==> src/oad_regs.svh <==
/*
  Constants for the operand addressing decode block: field positions,
  mode codes, adjustments and reset values.
  Assumes inclusion by bare name from the package and modules.
*/
`ifndef OAD_REGS_SVH
`define OAD_REGS_SVH

`define OAD_MODE_REG_DIRECT 4'ha
`define OAD_MODE_PREDEC 4'hb
`define OAD_MODE_POSTINC 4'hc
`define OAD_MODE_INDIRECT 4'hd
`define OAD_MODE_DISP8 4'he
`define OAD_MODE_DISP16 4'hf
`define OAD_LOC_IMM8 8'h04
`define OAD_LOC_IMM16 8'h0c
`define OAD_ABS_HI8 4'h0
`define OAD_ABS_HI16 4'h1
`define OAD_ABS_LOW 3'h5
`define OAD_PREFIX_BYTE 8'h00
`define OAD_SIZE_POS 3
`define OAD_STACK_REG 3'h7
`define OAD_STEP_BYTE 16'h0001
`define OAD_STEP_WORD 16'h0002
`define OAD_PAGE_RESET 8'h00
`define OAD_TOP_BIT 4'hf

`endif

==> src/oad_pkg.sv <==
/*
  Types shared by the operand addressing decode block.
  Assumes the constants header sits beside it.
*/
`include "oad_regs.svh"

package oad_pkg;

  // Decoded addressing mode
  typedef enum logic [3:0] {
    OAD_AM_NONE = 4'h0,
    OAD_AM_REG = 4'h1,
    OAD_AM_IND = 4'h2,
    OAD_AM_DISP8 = 4'h3,
    OAD_AM_DISP16 = 4'h4,
    OAD_AM_PREDEC = 4'h5,
    OAD_AM_POSTINC = 4'h6,
    OAD_AM_IMM8 = 4'h7,
    OAD_AM_IMM16 = 4'h8,
    OAD_AM_ABS8 = 4'h9,
    OAD_AM_ABS16 = 4'ha,
    OAD_AM_PCREL = 4'hb
  } oad_mode_t;

  // Decode sequencer states, Gray along the usual path
  typedef enum logic [2:0] {
    OAD_ST_FIRST = 3'h0,
    OAD_ST_EXT = 3'h1,
    OAD_ST_PREFIX = 3'h3,
    OAD_ST_OP = 3'h2,
    OAD_ST_SPEC_OP2 = 3'h6,
    OAD_ST_SPEC_EA = 3'h7
  } oad_state_t;

  // Page registers
  typedef struct packed {
    logic [7:0] code_page;
    logic [7:0] data_page;
    logic [7:0] ext_page;
    logic [7:0] stack_page;
    logic [7:0] short_base;
  } oad_pages_t;

  // One memory access request
  typedef struct packed {
    logic valid;
    logic word;
    logic [23:0] addr;
    logic addr_error;
  } oad_access_t;

  // Decoded operand description
  typedef struct packed {
    logic valid;
    oad_mode_t mode;
    logic word;
    logic [2:0] reg_num;
    logic [15:0] ext;
    logic [7:0] opcode;
    logic prefixed;
    logic special;
  } oad_operand_t;

endpackage

==> src/oad_decode.sv <==
/*
  Operand addressing decode front end: byte-stream instruction decode,
  operand locator field, page registers, effective address and data
  layout helpers. Assumes one byte per cycle from fetch with a valid
  strobe, and a register file and memory outside.
*/
// Notes on behaviour
// - Longword uses even register then next
// - Byte data low eight bits, high kept
// - Bit 15 is MSB, bit 0 LSB
// - Memory bit ops pick bit of fetched operand
// - Words big-endian, high byte at even
// - Odd word address raises error, no write-back
// - Exception stack transfers always word sized
// - Stack pointer auto modes force word access
// - Auto step one for byte, two word
// - Stack pointer step always two
// - General format: locator, extension, opcode
// - Decimal and sync transfers carry zero prefix
// - Special format: opcode first, then locator
// - High nibble selects register addressing modes
// - Immediate and absolute locator byte codes
// - Size bit zero byte, one word
// - Register field maps to registers directly
// - Page register chosen by register number
// - Small mode ignores page registers except short base
// - PC-relative only for branches via opcode
// - Code page from vector in large mode
// - Large mode page byte tops address
// - Short absolute uses base high byte
`timescale 1ns/1ns
`default_nettype none
`include "oad_regs.svh"

module oad_decode (
  // Clock and reset
  input wire logic clk,
  input wire logic rst_b,
  // Instruction byte stream
  input wire logic byte_valid,
  input wire logic [7:0] byte_data,
  input wire logic special_start,
  input wire logic special_two_op,
  input wire logic special_has_ea,
  input wire logic prefix_expected,
  input wire logic branch_op,
  input wire logic [1:0] branch_disp_len,
  // Mode and page register loads
  input wire logic large_mode,
  input wire logic vector_load,
  input wire logic [7:0] vector_page,
  input wire logic page_load,
  input wire logic [2:0] page_sel,
  input wire logic [7:0] page_data,
  // Register and memory data
  input wire logic [15:0] reg_value,
  input wire logic exc_stack,
  input wire logic [15:0] mem_word,
  input wire logic [3:0] bit_number,
  input wire logic [15:0] pc_value,
  input wire logic [15:0] long_hi,
  input wire logic [15:0] long_lo,
  input wire logic [15:0] old_reg,
  input wire logic [7:0] byte_result,
  // Decoded results
  output oad_pkg::oad_operand_t operand,
  output oad_pkg::oad_access_t access,
  output logic [15:0] reg_update,
  output logic reg_write,
  output logic [15:0] branch_target,
  output logic bit_value,
  output logic [15:0] merged_reg,
  output logic [2:0] long_hi_reg,
  output logic [2:0] long_lo_reg,
  output logic long_reg_error,
  output logic [31:0] long_value,
  output logic [7:0] mem_byte_even,
  output logic [7:0] mem_byte_odd,
  output logic prefix_error,
  output oad_pkg::oad_pages_t pages
);
  import oad_pkg::*;

  typedef struct packed {
    oad_state_t st;
    oad_operand_t op;
    logic [1:0] ext_left;
    logic [1:0] ext_cnt;
    logic is_branch;
    logic [15:0] target;
    oad_pages_t pg;
    oad_access_t acc;
    logic [15:0] rupd;
    logic rwr;
    logic bitv;
    logic [15:0] merged;
    logic [2:0] lhi;
    logic [2:0] llo;
    logic lerr;
    logic [31:0] lval;
    logic [7:0] mev;
    logic [7:0] mod;
    logic perr;
  } oad_dec_state_t;

  oad_dec_state_t s_ff;
  oad_dec_state_t nxt_s;
  oad_access_t acc_c;
  logic [15:0] upd_c;
  logic wr_c;

  // Locator field to mode and extension length
  function automatic logic [5:0] locate(input logic [7:0] b);
    oad_mode_t m;
    logic [1:0] n;
    m = OAD_AM_NONE;
    n = 2'd0;
    unique case (b[7:4])
      `OAD_MODE_REG_DIRECT: m = OAD_AM_REG;
      `OAD_MODE_INDIRECT: m = OAD_AM_IND;
      `OAD_MODE_DISP8: begin m = OAD_AM_DISP8; n = 2'd1; end
      `OAD_MODE_DISP16: begin m = OAD_AM_DISP16; n = 2'd2; end
      `OAD_MODE_PREDEC: m = OAD_AM_PREDEC;
      `OAD_MODE_POSTINC: m = OAD_AM_POSTINC;
      default: begin
        if (b == `OAD_LOC_IMM8) begin m = OAD_AM_IMM8; n = 2'd1; end
        else if (b == `OAD_LOC_IMM16) begin m = OAD_AM_IMM16; n = 2'd2; end
        else if (b[7:4] == `OAD_ABS_HI8 && b[2:0] == `OAD_ABS_LOW) begin
          m = OAD_AM_ABS8; n = 2'd1;
        end else if (b[7:4] == `OAD_ABS_HI16 && b[2:0] == `OAD_ABS_LOW) begin
          m = OAD_AM_ABS16; n = 2'd2;
        end
      end
    endcase
    return {m, n};
  endfunction

  // Sign-extended branch displacement add, wraps in 16 bits
  function automatic logic [15:0] rel_add(input logic [15:0] pc, input logic [15:0] d,
                                          input logic two);
    return pc + (two ? d : {{8{d[7]}}, d[7:0]});
  endfunction

  oad_addr_gen u_addr (
    .opnd(s_ff.op),
    .reg_value(reg_value),
    .pages(s_ff.pg),
    .large_mode(large_mode),
    .exc_stack(exc_stack),
    .access(acc_c),
    .reg_update(upd_c),
    .reg_write(wr_c)
  );

  // Next state: sequencer, page loads and data layout
  always_comb begin
    logic [5:0] loc;
    loc = locate(byte_data);
    nxt_s = s_ff;
    nxt_s.op.valid = 1'b0;
    nxt_s.perr = 1'b0;
    if (byte_valid) begin
      unique case (s_ff.st)
        OAD_ST_FIRST: begin
          nxt_s.op.ext = 16'h0000;
          nxt_s.ext_cnt = 2'd0;
          nxt_s.op.prefixed = 1'b0;
          if (special_start) begin
            nxt_s.op.special = 1'b1;
            nxt_s.op.opcode = byte_data;
            nxt_s.is_branch = branch_op;
            if (branch_op) begin
              nxt_s.op.mode = OAD_AM_PCREL;
              nxt_s.ext_left = branch_disp_len;
              nxt_s.st = OAD_ST_EXT;
            end else if (special_two_op)
              nxt_s.st = OAD_ST_SPEC_OP2;
            else if (special_has_ea)
              nxt_s.st = OAD_ST_SPEC_EA;
            else
              nxt_s.op.valid = 1'b1;
          end else begin
            nxt_s.op.special = 1'b0;
            nxt_s.is_branch = 1'b0;
            nxt_s.op.mode = oad_mode_t'(loc[5:2]);
            nxt_s.op.word = byte_data[`OAD_SIZE_POS];
            nxt_s.op.reg_num = byte_data[2:0];
            nxt_s.ext_left = loc[1:0];
            nxt_s.st = (loc[1:0] != 2'd0) ? OAD_ST_EXT
                     : (prefix_expected ? OAD_ST_PREFIX : OAD_ST_OP);
          end
        end
        OAD_ST_EXT: begin
          nxt_s.op.ext = {s_ff.op.ext[7:0], byte_data};
          nxt_s.ext_cnt = s_ff.ext_cnt + 2'd1;
          nxt_s.ext_left = s_ff.ext_left - 2'd1;
          if (s_ff.ext_left == 2'd1) begin
            if (s_ff.op.special) begin
              nxt_s.st = OAD_ST_FIRST;
              nxt_s.op.valid = 1'b1;
              nxt_s.target = rel_add(pc_value, {s_ff.op.ext[7:0], byte_data},
                                     s_ff.ext_cnt == 2'd1);
            end else
              nxt_s.st = prefix_expected ? OAD_ST_PREFIX : OAD_ST_OP;
          end
        end
        OAD_ST_PREFIX: begin
          nxt_s.op.prefixed = 1'b1;
          nxt_s.perr = (byte_data != `OAD_PREFIX_BYTE);
          nxt_s.st = OAD_ST_OP;
        end
        OAD_ST_OP: begin
          nxt_s.op.opcode = byte_data;
          nxt_s.op.valid = 1'b1;
          nxt_s.st = OAD_ST_FIRST;
        end
        OAD_ST_SPEC_OP2: begin
          nxt_s.op.opcode = byte_data;
          if (special_has_ea)
            nxt_s.st = OAD_ST_SPEC_EA;
          else begin
            nxt_s.op.valid = 1'b1;
            nxt_s.st = OAD_ST_FIRST;
          end
        end
        OAD_ST_SPEC_EA: begin
          nxt_s.op.mode = oad_mode_t'(loc[5:2]);
          nxt_s.op.word = byte_data[`OAD_SIZE_POS];
          nxt_s.op.reg_num = byte_data[2:0];
          nxt_s.ext_left = loc[1:0];
          if (loc[1:0] != 2'd0)
            nxt_s.st = OAD_ST_EXT;
          else begin
            nxt_s.op.valid = 1'b1;
            nxt_s.st = OAD_ST_FIRST;
          end
        end
        default: nxt_s.st = OAD_ST_FIRST;
      endcase
    end
    // Registered address results of the decoded operand
    nxt_s.acc = acc_c;
    nxt_s.rupd = upd_c;
    nxt_s.rwr = wr_c && s_ff.op.valid;
    // Page register loads; code page from vector only in large mode
    if (vector_load && large_mode)
      nxt_s.pg.code_page = vector_page;
    if (page_load) begin
      unique case (page_sel)
        3'h0: nxt_s.pg.code_page = page_data;
        3'h1: nxt_s.pg.data_page = page_data;
        3'h2: nxt_s.pg.ext_page = page_data;
        3'h3: nxt_s.pg.stack_page = page_data;
        3'h4: nxt_s.pg.short_base = page_data;
        default: ;
      endcase
    end
    // Bit pick on fetched operand, bit 15 most significant
    nxt_s.bitv = s_ff.op.word ? mem_word[bit_number] : mem_word[bit_number[2:0]];
    // Byte merge keeps upper half
    nxt_s.merged = {old_reg[15:8], byte_result};
    // Longword register pairing
    nxt_s.lhi = {s_ff.op.reg_num[2:1], 1'b0};
    nxt_s.llo = {s_ff.op.reg_num[2:1], 1'b1};
    nxt_s.lerr = s_ff.op.reg_num[0];
    nxt_s.lval = {long_hi, long_lo};
    // Big-endian split of a word for memory
    nxt_s.mev = mem_word[15:8];
    nxt_s.mod = mem_word[7:0];
  end

  // State register; page registers reset to a fixed pattern for simulation
  always_ff @(posedge clk or negedge rst_b) begin
    if (!rst_b) begin
      s_ff <= '0;
      s_ff.pg <= {5{`OAD_PAGE_RESET}};
    end else begin
      s_ff <= nxt_s;
    end
  end

  // Outputs straight from flip-flops
  assign operand = s_ff.op;
  assign access = s_ff.acc;
  assign reg_update = s_ff.rupd;
  assign reg_write = s_ff.rwr;
  assign branch_target = s_ff.target;
  assign bit_value = s_ff.bitv;
  assign merged_reg = s_ff.merged;
  assign long_hi_reg = s_ff.lhi;
  assign long_lo_reg = s_ff.llo;
  assign long_reg_error = s_ff.lerr;
  assign long_value = s_ff.lval;
  assign mem_byte_even = s_ff.mev;
  assign mem_byte_odd = s_ff.mod;
  assign prefix_error = s_ff.perr;
  assign pages = s_ff.pg;

endmodule

`default_nettype wire

==> src/oad_addr_gen.sv <==
/*
  Effective address former: page selection, displacement, auto steps,
  alignment check. Combinational; fed by the decode front end.
*/
`timescale 1ns/1ns
`default_nettype none
`include "oad_regs.svh"

module oad_addr_gen (
  // Decoded operand
  input wire oad_pkg::oad_operand_t opnd,
  input wire logic [15:0] reg_value,
  // Context
  input wire oad_pkg::oad_pages_t pages,
  input wire logic large_mode,
  input wire logic exc_stack,
  // Results
  output oad_pkg::oad_access_t access,
  output logic [15:0] reg_update,
  output logic reg_write
);
  import oad_pkg::*;

  // Page select by register number
  function automatic logic [7:0] page_of(input logic [2:0] rn, input oad_pages_t p);
    if (rn[2:1] == 2'b11)
      return p.stack_page;
    else if (rn[2])
      return p.ext_page;
    else
      return p.data_page;
  endfunction

  logic [15:0] step;
  logic [15:0] off;
  logic [7:0] page;
  logic stack_word;

  // Offset, step and size forcing
  always_comb begin
    stack_word = (opnd.reg_num == `OAD_STACK_REG) &&
      (opnd.mode == OAD_AM_PREDEC || opnd.mode == OAD_AM_POSTINC);
    step = (opnd.word || stack_word) ? `OAD_STEP_WORD : `OAD_STEP_BYTE;
    page = page_of(opnd.reg_num, pages);
    reg_write = 1'b0;
    reg_update = reg_value;
    off = reg_value;
    unique case (opnd.mode)
      OAD_AM_DISP8: off = reg_value + {{8{opnd.ext[7]}}, opnd.ext[7:0]};
      OAD_AM_DISP16: off = reg_value + opnd.ext;
      OAD_AM_PREDEC: begin
        off = reg_value - step;
        reg_update = off;
        reg_write = 1'b1;
      end
      OAD_AM_POSTINC: begin
        reg_update = reg_value + step;
        reg_write = 1'b1;
      end
      OAD_AM_ABS8: begin
        off = {pages.short_base, opnd.ext[7:0]};
        page = 8'h00;
      end
      OAD_AM_ABS16: begin
        off = opnd.ext;
        page = pages.data_page;
      end
      default: ;
    endcase
    access.valid = opnd.valid && (opnd.mode inside {OAD_AM_IND, OAD_AM_DISP8,
      OAD_AM_DISP16, OAD_AM_PREDEC, OAD_AM_POSTINC, OAD_AM_ABS8, OAD_AM_ABS16});
    access.word = opnd.word || stack_word || exc_stack;
    access.addr = {large_mode ? page : 8'h00, off};
    access.addr_error = access.valid && access.word && off[0];
    if (access.addr_error)
      reg_write = 1'b0;
  end

endmodule

`default_nettype wire

==> config.mk <==
export PLATFORM = sky130hd
export DESIGN_NAME = oad_decode
export DESIGN_NICKNAME = d
export VERILOG_FILES = /design/src/oad_pkg.sv /design/src/oad_decode.sv /design/src/oad_addr_gen.sv
export VERILOG_INCLUDE_DIRS = /design/src
export SDC_FILE = /design/constraint.sdc
export NUM_CORES = 1
export LEC_CHECK = 0
export ABC_AREA = 1
export BUFFER_PORTS_ARGS = -buffer_cell sky130_fd_sc_hd__buf_2
export CAP_MARGIN = 15
export CORE_MARGIN = 2
export CORE_UTILIZATION = 57
export DETAILED_ROUTE_END_ITERATION = 10
export PLACE_DENSITY = 0.91
export SETUP_SLACK_MARGIN = 0.02
export SLEW_MARGIN = 30
export SYNTH_ARGS = -nofsm -noshare
export SYNTH_HDL_FRONTEND = slang
export SYNTH_SLANG_ARGS = --single-unit
==> constraint.sdc <==
create_clock -name clk -period 4.1 [get_ports clk]
set_input_delay 0.41 -clock clk [delete_from_list [all_inputs] [get_ports clk]]
set_output_delay 0.41 -clock clk [all_outputs]
set_load 0.01 [all_outputs]
# ---- Word level (Yosys, flattened, before mapping)
# Cells that the tools add are included.
dict set report op_classes {
  n_addsub 7
  magnitude_cmp 2
  n_eq_ne 35
  mux 71
  reduce_logical 38
}
# operator n
set ops {}
lappend ops {{2-to-1 mux 8 bit} 10}
lappend ops {{one-hot mux 16 bit (5 select lines)} 1}
lappend ops {{adder 16 bit} 4}
lappend ops {{2-to-1 mux 16 bit} 4}
lappend ops {{one-hot mux 16 bit (2 select lines)} 2}
lappend ops {{2-to-1 mux 56 bit} 1}
lappend ops {{one-hot mux 8 bit (2 select lines)} 3}
lappend ops {{2-to-1 mux 40 bit} 1}
lappend ops {{equality test 4 bit (second input constant)} 8}
lappend ops {{2-to-1 mux 4 bit} 8}
lappend ops {{one-hot mux 4 bit (6 select lines)} 1}
lappend ops {{2-to-1 mux 3 bit} 7}
lappend ops {{2-to-1 mux 1 bit} 18}
lappend ops {{subtractor 16 bit} 1}
lappend ops {{equality test 3 bit (second input constant)} 5}
lappend ops {{one-hot mux 3 bit (5 select lines)} 1}
lappend ops {{AND reduction 3 bit} 5}
lappend ops {{2-to-1 mux 2 bit} 7}
lappend ops {{AND reduction 2 bit} 7}
lappend ops {{equality test 3 x 2 -> 1 bit (second input constant)} 4}
lappend ops {{equality test 4 x 3 -> 1 bit (second input constant)} 3}
lappend ops {{one-hot mux 2 bit (3 select lines)} 2}
lappend ops {{nonzero test 2 bit} 5}
lappend ops {{equality test 4 x 2 -> 1 bit (second input constant)} 2}
lappend ops {{28 further kinds} 43}
dict set report word_totals {
  reg_bits 215
  output_inout_bits 208
  word_cells 186
}

# ---- Longest topological paths before layout
# Gate-level depths: netlist of the first run.
dict set report depth {
  depth_word 11
  depth_mapped 17
  depth_no_buf 17
}

# ---- Cells and area by module
# From an unflattened synthesis of the first run, not the netlist that was laid out.
dict set report unflattened {
  hier_cells 1496
  area_unflattened_um2 12239.2
}
# module instances cells_each area_each_um2 seq_area_each_um2
set modules_own_cells {}
lappend modules_own_cells {oad_decode 1 978 9552.9 5305.1}
lappend modules_own_cells {oad_addr_gen 1 518 2686.3 0.0}

# ---- Worst setup path before layout of the first run
# Ideal clock, no wire load.
dict set report synth_path {
  path_type {register -> register}
  start {register s_ff[174] (netlist bit)}
  end {register s_ff, in the netlist branch_target[15]}
  arrival_time_ps 2316
  path_slack_ps 1719
  stages_incl_launch_ff 13
  period_less_slack_ps 2381
  cell_sequence {dfrtp_1 -> ha_1 -> clkbuf_1 -> nor2_1 -> a21oi_1 -> ha_1 -> a21oi_1 -> a21boi_0 -> nand3_1 -> a21oi_1 -> xor2_1 -> nand2_1 -> nand2_1}
}
dict set report synth_via {
  elab_chain_len 3
}
# element line
set synth_lines {}
lappend synth_lines {{start, declared} oad_decode.sv:106} ;# oad_dec_state_t s_ff;
lappend synth_lines {{start signal, assigned} oad_decode.sv:278} ;# s_ff <= nxt_s;
lappend synth_lines {{equality test 2 x 1 -> 1 bit} oad_decode.sv:202} ;# s_ff.ext_cnt == 2'd1);
lappend synth_lines {{2-to-1 mux 16 bit} oad_decode.sv:141} ;# return pc + (two ? d : {{8{d[7]}}, d[7:0]});
lappend synth_lines {{adder 16 bit} oad_decode.sv:141}
# Every way passes these cells.
# A chain may end at the register's enable or synchronous reset.

==> metrics.cfg, run 1 <==
[outcome]
outcome=finished clean

[sta]
finalSetupViolCount=0
maxSlewViolCount=0
rsz0062_at_grt=no
skew_ns=0.0106
finalHoldViolations=0
fin_tns_setup_ns=0
fin_crit_ns=2.90
timing.fmax_mhz=345
worst_pin_slew_ns=0.889
relSlewSlack=0.406
finalCritPeriodShare=0.707

[yosys]
syn_inst=1474
ys_seq_elements=212
synth_top_flop_cell=dfrtp_1
seq_area_frac_synth=0.436
yosys.area.top_type_share=0.436
yosysTopAreaCell=dfrtp_1
synth_edf_count=0
yosysMostFrequentCell=nand2_1
avgSynthCellArea_um2=8.26
synthDistinctLibCells=54
async_flop_share=1.00
synthTopCellsByArea=dfrtp_1 44%, buf_4 13%, nand2_1 9.4%
syn_nets=1660
synthTopCellsByCount=304 x nand2_1, 212 x dfrtp_1, 205 x buf_4, 142 x inv_1, 110 x o21ai_0
syn-cell-area_mm2=0.0122
synth_warnings=0

[cells_and_area]
design_area_mm2=0.0139
fillers=1758
largest_reg_flops=40
drive_gt1_frac=0.267
syn2layout_area_growth_pct=13.9
num-nets-final=1837

[power]
p_sw_frac=0.401
pwr-share-comb=0.399
peakVddDrop_mv=0.438
clockPowerShare=0.262
netSwitchingPower_w=0.00355
pwr_density_cell_mw_per_mm2=639
p_leak_nw=7.33
seq_power_share=0.340
p_int_w=0.00531

[floorplan]
start_util=0.579
die_w_um=150
rows=53
die_area_mm2=0.0225
die_h_um=150
coreArea_mm2=0.0210
boundaryPins=357

[routing]
route.detailed.drc=0
vias=10600
drt_iter0_drc=683
wirelength_mm=35.7
wl_per_cell_um=18.3
ant_nets=0
routed_via_density=5.43
dr.pass1.iters=5

[critical_path]
rr_startpoint=operand[28]
crit_path_start=operand[28]
arrival_ns=3.23
reg2reg_depth=13
rr_endpoint=access[7]
cp-start-kind=flop
required_ns=4.44
end_kind=flop
cp_max_fo=17
crit_type=reg2reg
r2r_slack_ns=1.20
cp-endpoint=access[7]

[grt]
grt_max_degree=119
grt_usage=0.314
grt_pass1_vias=10100
grt_pass1_wl_mm=54.8
antenna_found_initial=3
overflow=0

[place]
hpwl_mm=26.8
io_buffer_count=347
postPlaceCellArea_mm2=0.0126
gp_congestion=0.923

[clock_tree]
cts_setup_buffers=0
clk_pin_slew_ns=0.06
cts_buffer_depth=3
numCtsBuffers=23
cts_root_buf=clkbuf_16
clock_latency_ns=0.51
cts.sinks=212
cts_tree=done
h-tree-depth=1

[flow_run]
max_cap_violations=0

[min_path]
hp-class=in2reg

## power by group through the flow
stage	combinational, W	clock, W	sequential [W]
after floorplan	0.00290	0	0.00288
after global placement	0.00337	0	0.00301
after detailed placement	0.00345	0	0.00302
after CTS	0.00350	0.00235	0.00299
after global routing	0.00392	0.00245	0.00305
final	0.00353	0.00232	0.00301
## cells by family (layout without fill, tap and decap cells)
logic type                 Yosys count  after routing  share of synthesized area
AOI/OAI and AO/OA                  253            253                      0.118
xor gates and xnor gates            10             10                    0.00720
adders and majority gates           37             37                     0.0399
buffers and inverters              386            580                      0.185
DFF                                212            212                      0.436
muxes                                1              1                   0.000822
other                                2              6                   0.000617
and+or+nand+nor                    573            573                      0.212
## cell usage in the layout, fill, tap and decap left out, types with 13 or more instances in the layout
| cell type | n |
|---|---|
| o22ai_1 | 18 |
| nor2_1 | 90 |
| dfrtp_1 | 212 |
| nand2_1 | 304 |
| buf_2 | 346 |
| a31oi_1 | 20 |
| o21ai_0 | 110 |
| clkbuf_16 | 23 |
| dlygate4sd3_1 | 34 |
| ha_1 | 34 |
| nor3_1 | 13 |
| inv_1 | 142 |
| a21oi_1 | 58 |
| nand3_1 | 94 |
| nand4_1 | 27 |
## how the worst min path moves through the flow
| stage | startpoint | endpoint | slack [ns] | depth (start not counted) |
|---|---|---|---|---|
| after global placement | operand[26] | long_reg_error | 0.42 | 0 |
| after floorplan | rst_b | access[0] | 0.11 | 0 |
| after detailed placement | operand[26] | long_reg_error | 0.43 | 0 |
| after global routing | byte_result[4] | merged_reg[4] | 0.0007 | 1 |
| final | byte_result[4] | merged_reg[4] | 0.02 | 1 |
| after CTS | byte_result[4] | merged_reg[4] | 0.00004 | 1 |
## per-layer routing
layer,GRT usage,vias to the layer above,wire length (µm)
met3,0.0597,100,3100
met1,0.390,4939,13400
met5,0,-,0
met2,0.528,537,17500
li1,-,5003,-
met4,0.154,0,1650
## timing repair
item                                    in CTS  in global routing
gates resized for setup                      0                  0
endpoints found under the setup margin       0                  0
hold buffers                                28                  6
hold endpoints to repair                    28                 36
## area by class of cell
class	count	area (µm²)	share of cell area
diodes	4	10.0	0.000722
clock buffers	29	658	0.0475
clock inverters	13	199	0.0144
inverters	154	581	0.0419
multi-input cells	876	4620	0.333
flip-flops and latches	212	5310	0.383
well taps	275	344	0.0248
repair buffers	384	2140	0.155
## per-stage QoR
step	std cells	utilization	hold WS [ns]	setup slack, ns	total power (W)
floorplan	1474	-	0.114	1.72	0.00578
global placement	1866	0.600	0.424	1.36	0.00637
detailed placement	1866	0.600	0.435	1.29	0.00647
CTS	1936	0.654	0.0000379	1.26	0.00884
global route	1946	0.659	0.000735	0.978	0.00942
finish	1947	0.659	0.0152	1.20	0.00886
## worst max-delay path: stages (launching register included)
cell	delay, ns
dfrtp_1	0.56
nand2_1	0.42
nor2_1	0.37
nand2_4	0.13
nand2_2	0.13
ha_1	0.15
inv_1	0.06
ha_1	0.17
inv_1	0.10
nand2_1	0.12
nor2_1	0.10
nand2_1	0.05
nand3_1	0.15
o2111ai_1	0.20
(Power assumes the default switching activity.)
==> inputs of run 2 (changes only) <==
- CORE_UTILIZATION: 57 -> 53
- PLACE_DENSITY: 0.91 -> 0.86
- clock period: 4.1 -> 3.05 ns (I/O delays scaled with it)
==> metrics.cfg, run 2 (synthesis results as in run 1) <==
[sta]
finalCritPeriodShare=0.893
fin_ws_ns=0.326
fin_tns_setup_ns=0
timing.fmax_mhz=367
fin_crit_ns=2.72
finalSetupViolCount=0
maxSlewViolCount=0
rsz0062_at_grt=no
worst_pin_slew_ns=0.679
skew_ns=0.00729
finalHoldWorstSlack_ns=0.0292
finalHoldViolations=0
relSlewSlack=0.542

[cells_and_area]
syn2layout_area_growth_pct=16.1
num-nets-final=1872
final_cell_mix=346 x buf_2, 304 x nand2_1, 212 x dfrtp_1, 142 x inv_1, 110 x o21ai_0
largest_reg_flops=40
design_area_mm2=0.0141
drive_gt1_frac=0.259
fillers=1855
seq_area_mm2=0.00531
utilization=0.626
layout_commonest_cell=buf_2
multiInputGateArea_mm2=0.00462

[grt]
antenna_found_initial=1
grt_pass1_vias=10300
overflow=0
grt_usage=0.289
grt_pass1_wl_mm=54.8
grt_max_degree=80

[critical_path]
r2r_slack_ns=0.33
required_ns=3.43
crit_type=reg2reg
end_kind=flop
cp-start-kind=flop
cp_top_family=compound AO/OA/AOI/OAI gates
slowest_delay_ns=0.44
crit_slowest_cell=dfrtp_1
path_buf_inv=1
cp_max_fo=9
path_cells=nand2_1 > nor2_2 > nand2_2 > nand2_1 > o21ai_0 > inv_1 > ha_1 > a21oi_1 > o21ai_0 > a21oi_1 > nand3_1 > a31oi_1 > nand3_1
arrival_ns=3.10

[routing]
vias=10700
wl_per_cell_um=18.1
routed_via_density=5.40
drt_iter0_drc=655
wirelength_mm=35.9
dr.pass1.iters=8
ant_nets=0
route.detailed.drc=0

[power]
pwr_density_cell_mw_per_mm2=837
p_leak_nw=7.44
peakVddDrop_mv=0.512

[clock_tree]
cts_root_buf=clkbuf_16
h-tree-depth=1
cts.sinks=212
cts_buffer_depth=3
numCtsBuffers=23
clk_pin_slew_ns=0.06
cts_tree=done
clock_latency_ns=0.50
cts_setup_buffers=0

[flow_run]
max_cap_violations=0

[place]
io_buffer_count=347
preCtsSetupSlack_ns=0.355
gp_congestion=0.956
postPlaceCellArea_mm2=0.0127
hpwl_mm=26.7

[floorplan]
boundaryPins=357
coreArea_mm2=0.0226
die_w_um=156
start_util=0.539
die_area_mm2=0.0242
rows=55
die_h_um=156

[outcome]
outcome=finished clean

[min_path]
hp-class=in2reg

==> run 2: stage by stage <==
step,power [W],instances
after global routing,0.0126,1987
final,0.0118,1988
after detailed placement,0.00873,1881
after CTS,0.0118,1986
after global placement,0.00863,1881
after floorplan,0.00777,1474
==> run 2: final timing paths <==
| kind | startpoint | to | cells past startpoint |
|---|---|---|---|
| setup reg to reg | operand[32] | access[14] | 13 |
| setup / recovery | operand[32] | access[14] | 13 |
| hold / removal | exc_stack | access[25] | 2 |
| min in group asynchronous | rst_b | pages[35] | 2 |
| max in group asynchronous | rst_b | access[6] | 3 |
| hold reg to reg | operand[26] | long_reg_error | 0 |
==> run 2: power by group <==
group,switching [W],internal [W]
Sequential,0.000519,0.00351
Clock,0.00110,0.00185
Combinational,0.00311,0.00174
==> run 2: what timing repair did <==
| item | in CTS | in global routing |
|---|---|---|
| hold buffers | 65 | 0 |
| resized for setup | 0 | 1 |
| endpoints found under the setup margin | 0 | 1 |
| hold endpoints to repair | 140 | 0 |
==> run 2: routing by layer <==
layer / part of all wire / vias up / global-route usage / routed length (µm)
met2: 0.48 / 531 / 0.498 / 17300
li1: - / 5060 / - / -
met1: 0.39 / 5042 / 0.358 / 14000
met3: 0.081 / 104 / 0.0497 / 2920
met4: 0.047 / 0 / 0.127 / 1670
met5: 0 / - / 0 / 0
==> run 2: area by class of cell <==
| class | count | share of cell area |
|---|---|---|
| antenna | 2 | 0.000354 |
| clock buffer | 35 | 0.0475 |
| clock inverter | 5 | 0.00903 |
| inverter | 154 | 0.0411 |
| multi-input combinational | 876 | 0.327 |
| sequential | 212 | 0.375 |
| tap | 285 | 0.0252 |
| timing repair buffer | 419 | 0.174 |
==> inputs of run 3 (changes only) <==
- HOLD_SLACK_MARGIN: unset -> 0.02
- RECOVER_POWER: unset -> 50
==> metrics.cfg, run 3 (synthesis results as in run 1) <==
[clock_tree]
h-tree-depth=1
cts_buffer_depth=3
numCtsBuffers=23
cts.sinks=212
cts_tree=done
clk_pin_slew_ns=0.06
clock_latency_ns=0.50
cts_root_buf=clkbuf_16

[critical_path]
cp_max_fo=9
arrival_ns=3.08
slowest_delay_ns=0.44
end_kind=flop
crit_type=reg2reg
path_cells=nand2_1 > nor2_2 > nand2_2 > nand2_1 > o21ai_0 > inv_1 > ha_1 > a21oi_1 > o21ai_0 > a21oi_1 > nand3_1 > a31oi_1 > nand3_1
crit_slowest_cell=dfrtp_1
cp-start-kind=flop
required_ns=3.43

[power]
peakVddDrop_mv=0.513
pwr_density_cell_mw_per_mm2=842
p_leak_nw=7.07
finalPower_w=0.0118

[place]
hpwl_mm=26.7
io_buffer_count=347
gp_congestion=0.956
preCtsSetupSlack_ns=0.355

[min_path]
hp-class=in2reg

[grt]
grt_pass1_wl_mm=54.9
grt_pass1_vias=10300
overflow=0
grt_usage=0.290
grt_max_degree=80
antenna_found_initial=1

[sta]
worst_pin_slew_ns=1.95
fin_ws_ns=0.347
finalHoldWorstSlack_ns=0.0921
finalSetupViolCount=0
fin_crit_ns=2.70
skew_ns=0.00768
maxSlewViolCount=80
timing.fmax_mhz=370
finalHoldViolations=0
finalCritPeriodShare=0.886
relSlewSlack=-0.302
rsz0062_at_grt=no
fin_tns_setup_ns=0

[floorplan]
die_h_um=156
rows=55
die_area_mm2=0.0242
start_util=0.539
coreArea_mm2=0.0226
boundaryPins=357
die_w_um=156

[routing]
wirelength_mm=36.1
ant_nets=0
routed_via_density=5.40
wl_per_cell_um=18.2
drt_iter0_drc=654
dr.pass1.iters=6
vias=10700
route.detailed.drc=0

[cells_and_area]
layout_commonest_cell=nand2_1
seq_area_mm2=0.00531
largest_reg_flops=40
final_cell_mix=304 x nand2_1, 223 x buf_2, 212 x dfrtp_1, 142 x inv_1, 130 x clkbuf_1
syn2layout_area_growth_pct=14.7
multiInputGateArea_mm2=0.00462
utilization=0.619
drive_gt1_frac=0.186
fillers=1943
num-nets-final=1873

[flow_run]
max_cap_violations=1

[outcome]
violations=max-capacitance violations, max-slew violations
outcome=finished, violations left

==> run 3: cell types whose count changed in the layout (fill, tap and decap cells not counted), sizes merged <==
cell / before / now
clkbuf: 36 / 160
dlygate4sd3: 65 / 66
diode: 2 / 1
buf: 353 / 229
==> run 3: worst max-delay path, delay by kind of cell (launching register included) <==
family	cells	cell delay [ns]
adder cells (fa/ha/maj)	1	0.28
buffers and inverters	1	0.07
AO/OA/AOI/OAI	5	0.94
flip-flops	1	0.44
AND/OR/NAND/NOR	6	0.84
==> run 3: final timing paths <==
kind | cells after the start | end | slack, ns | from
max | 13 | access[14] | 0.35 | operand[32]
min | 3 | pages[32] | 0.09 | page_data[0]
max reg2reg | 13 | access[14] | 0.35 | operand[32]
min reg2reg | 0 | long_reg_error | 0.41 | operand[26]
max in group asynchronous | 3 | long_value[12] | 0.67 | rst_b
min in group asynchronous | 2 | pages[35] | 0.84 | rst_b
==> run 3: stage by stage <==
| stage | std cells | area [µm²] |
|---|---|---|
| 2_1_floorplan | 1474 | 12200 |
| 4_1_cts | 1987 | 14100 |
| 3_3_place_gp | 1881 | 12700 |
| 3_5_place_dp | 1881 | 12700 |
| 6_report | 1988 | 14000 |
| 5_1_grt | 1988 | 14000 |
==> run 3: layer usage <==
metal	up-vias	GRT usage	wire [µm]
met2	533	0.501	17500
met4	0	0.130	1690
met3	107	0.0514	2970
met1	5037	0.356	14000
met5	-	0	0
li1	5064	-	-
==> run 3: cell type report <==
class,instances,share of cell area
sequential,212,0.380
multi-input combinational,876,0.331
timing repair buffer,420,0.165
clock buffer,35,0.0480
inverter,154,0.0416
tap,285,0.0255
clock inverter,5,0.00914
antenna,1,0.000179
==> run 3: power breakdown <==
part	internal, W	total [W]	switching [W]
Clock	0.00185	0.00295	0.00110
Combinational	0.00166	0.00478	0.00311
Sequential	0.00351	0.00403	0.000525
Total	0.00701	0.0118	0.00474
==> run 3: repair_timing <==
item	CTS	global route
hold buffers	66	0
endpoints found under the hold margin	141	0
gates resized for setup	0	1
buffers inserted	0	0
setup endpoints to repair	0	1
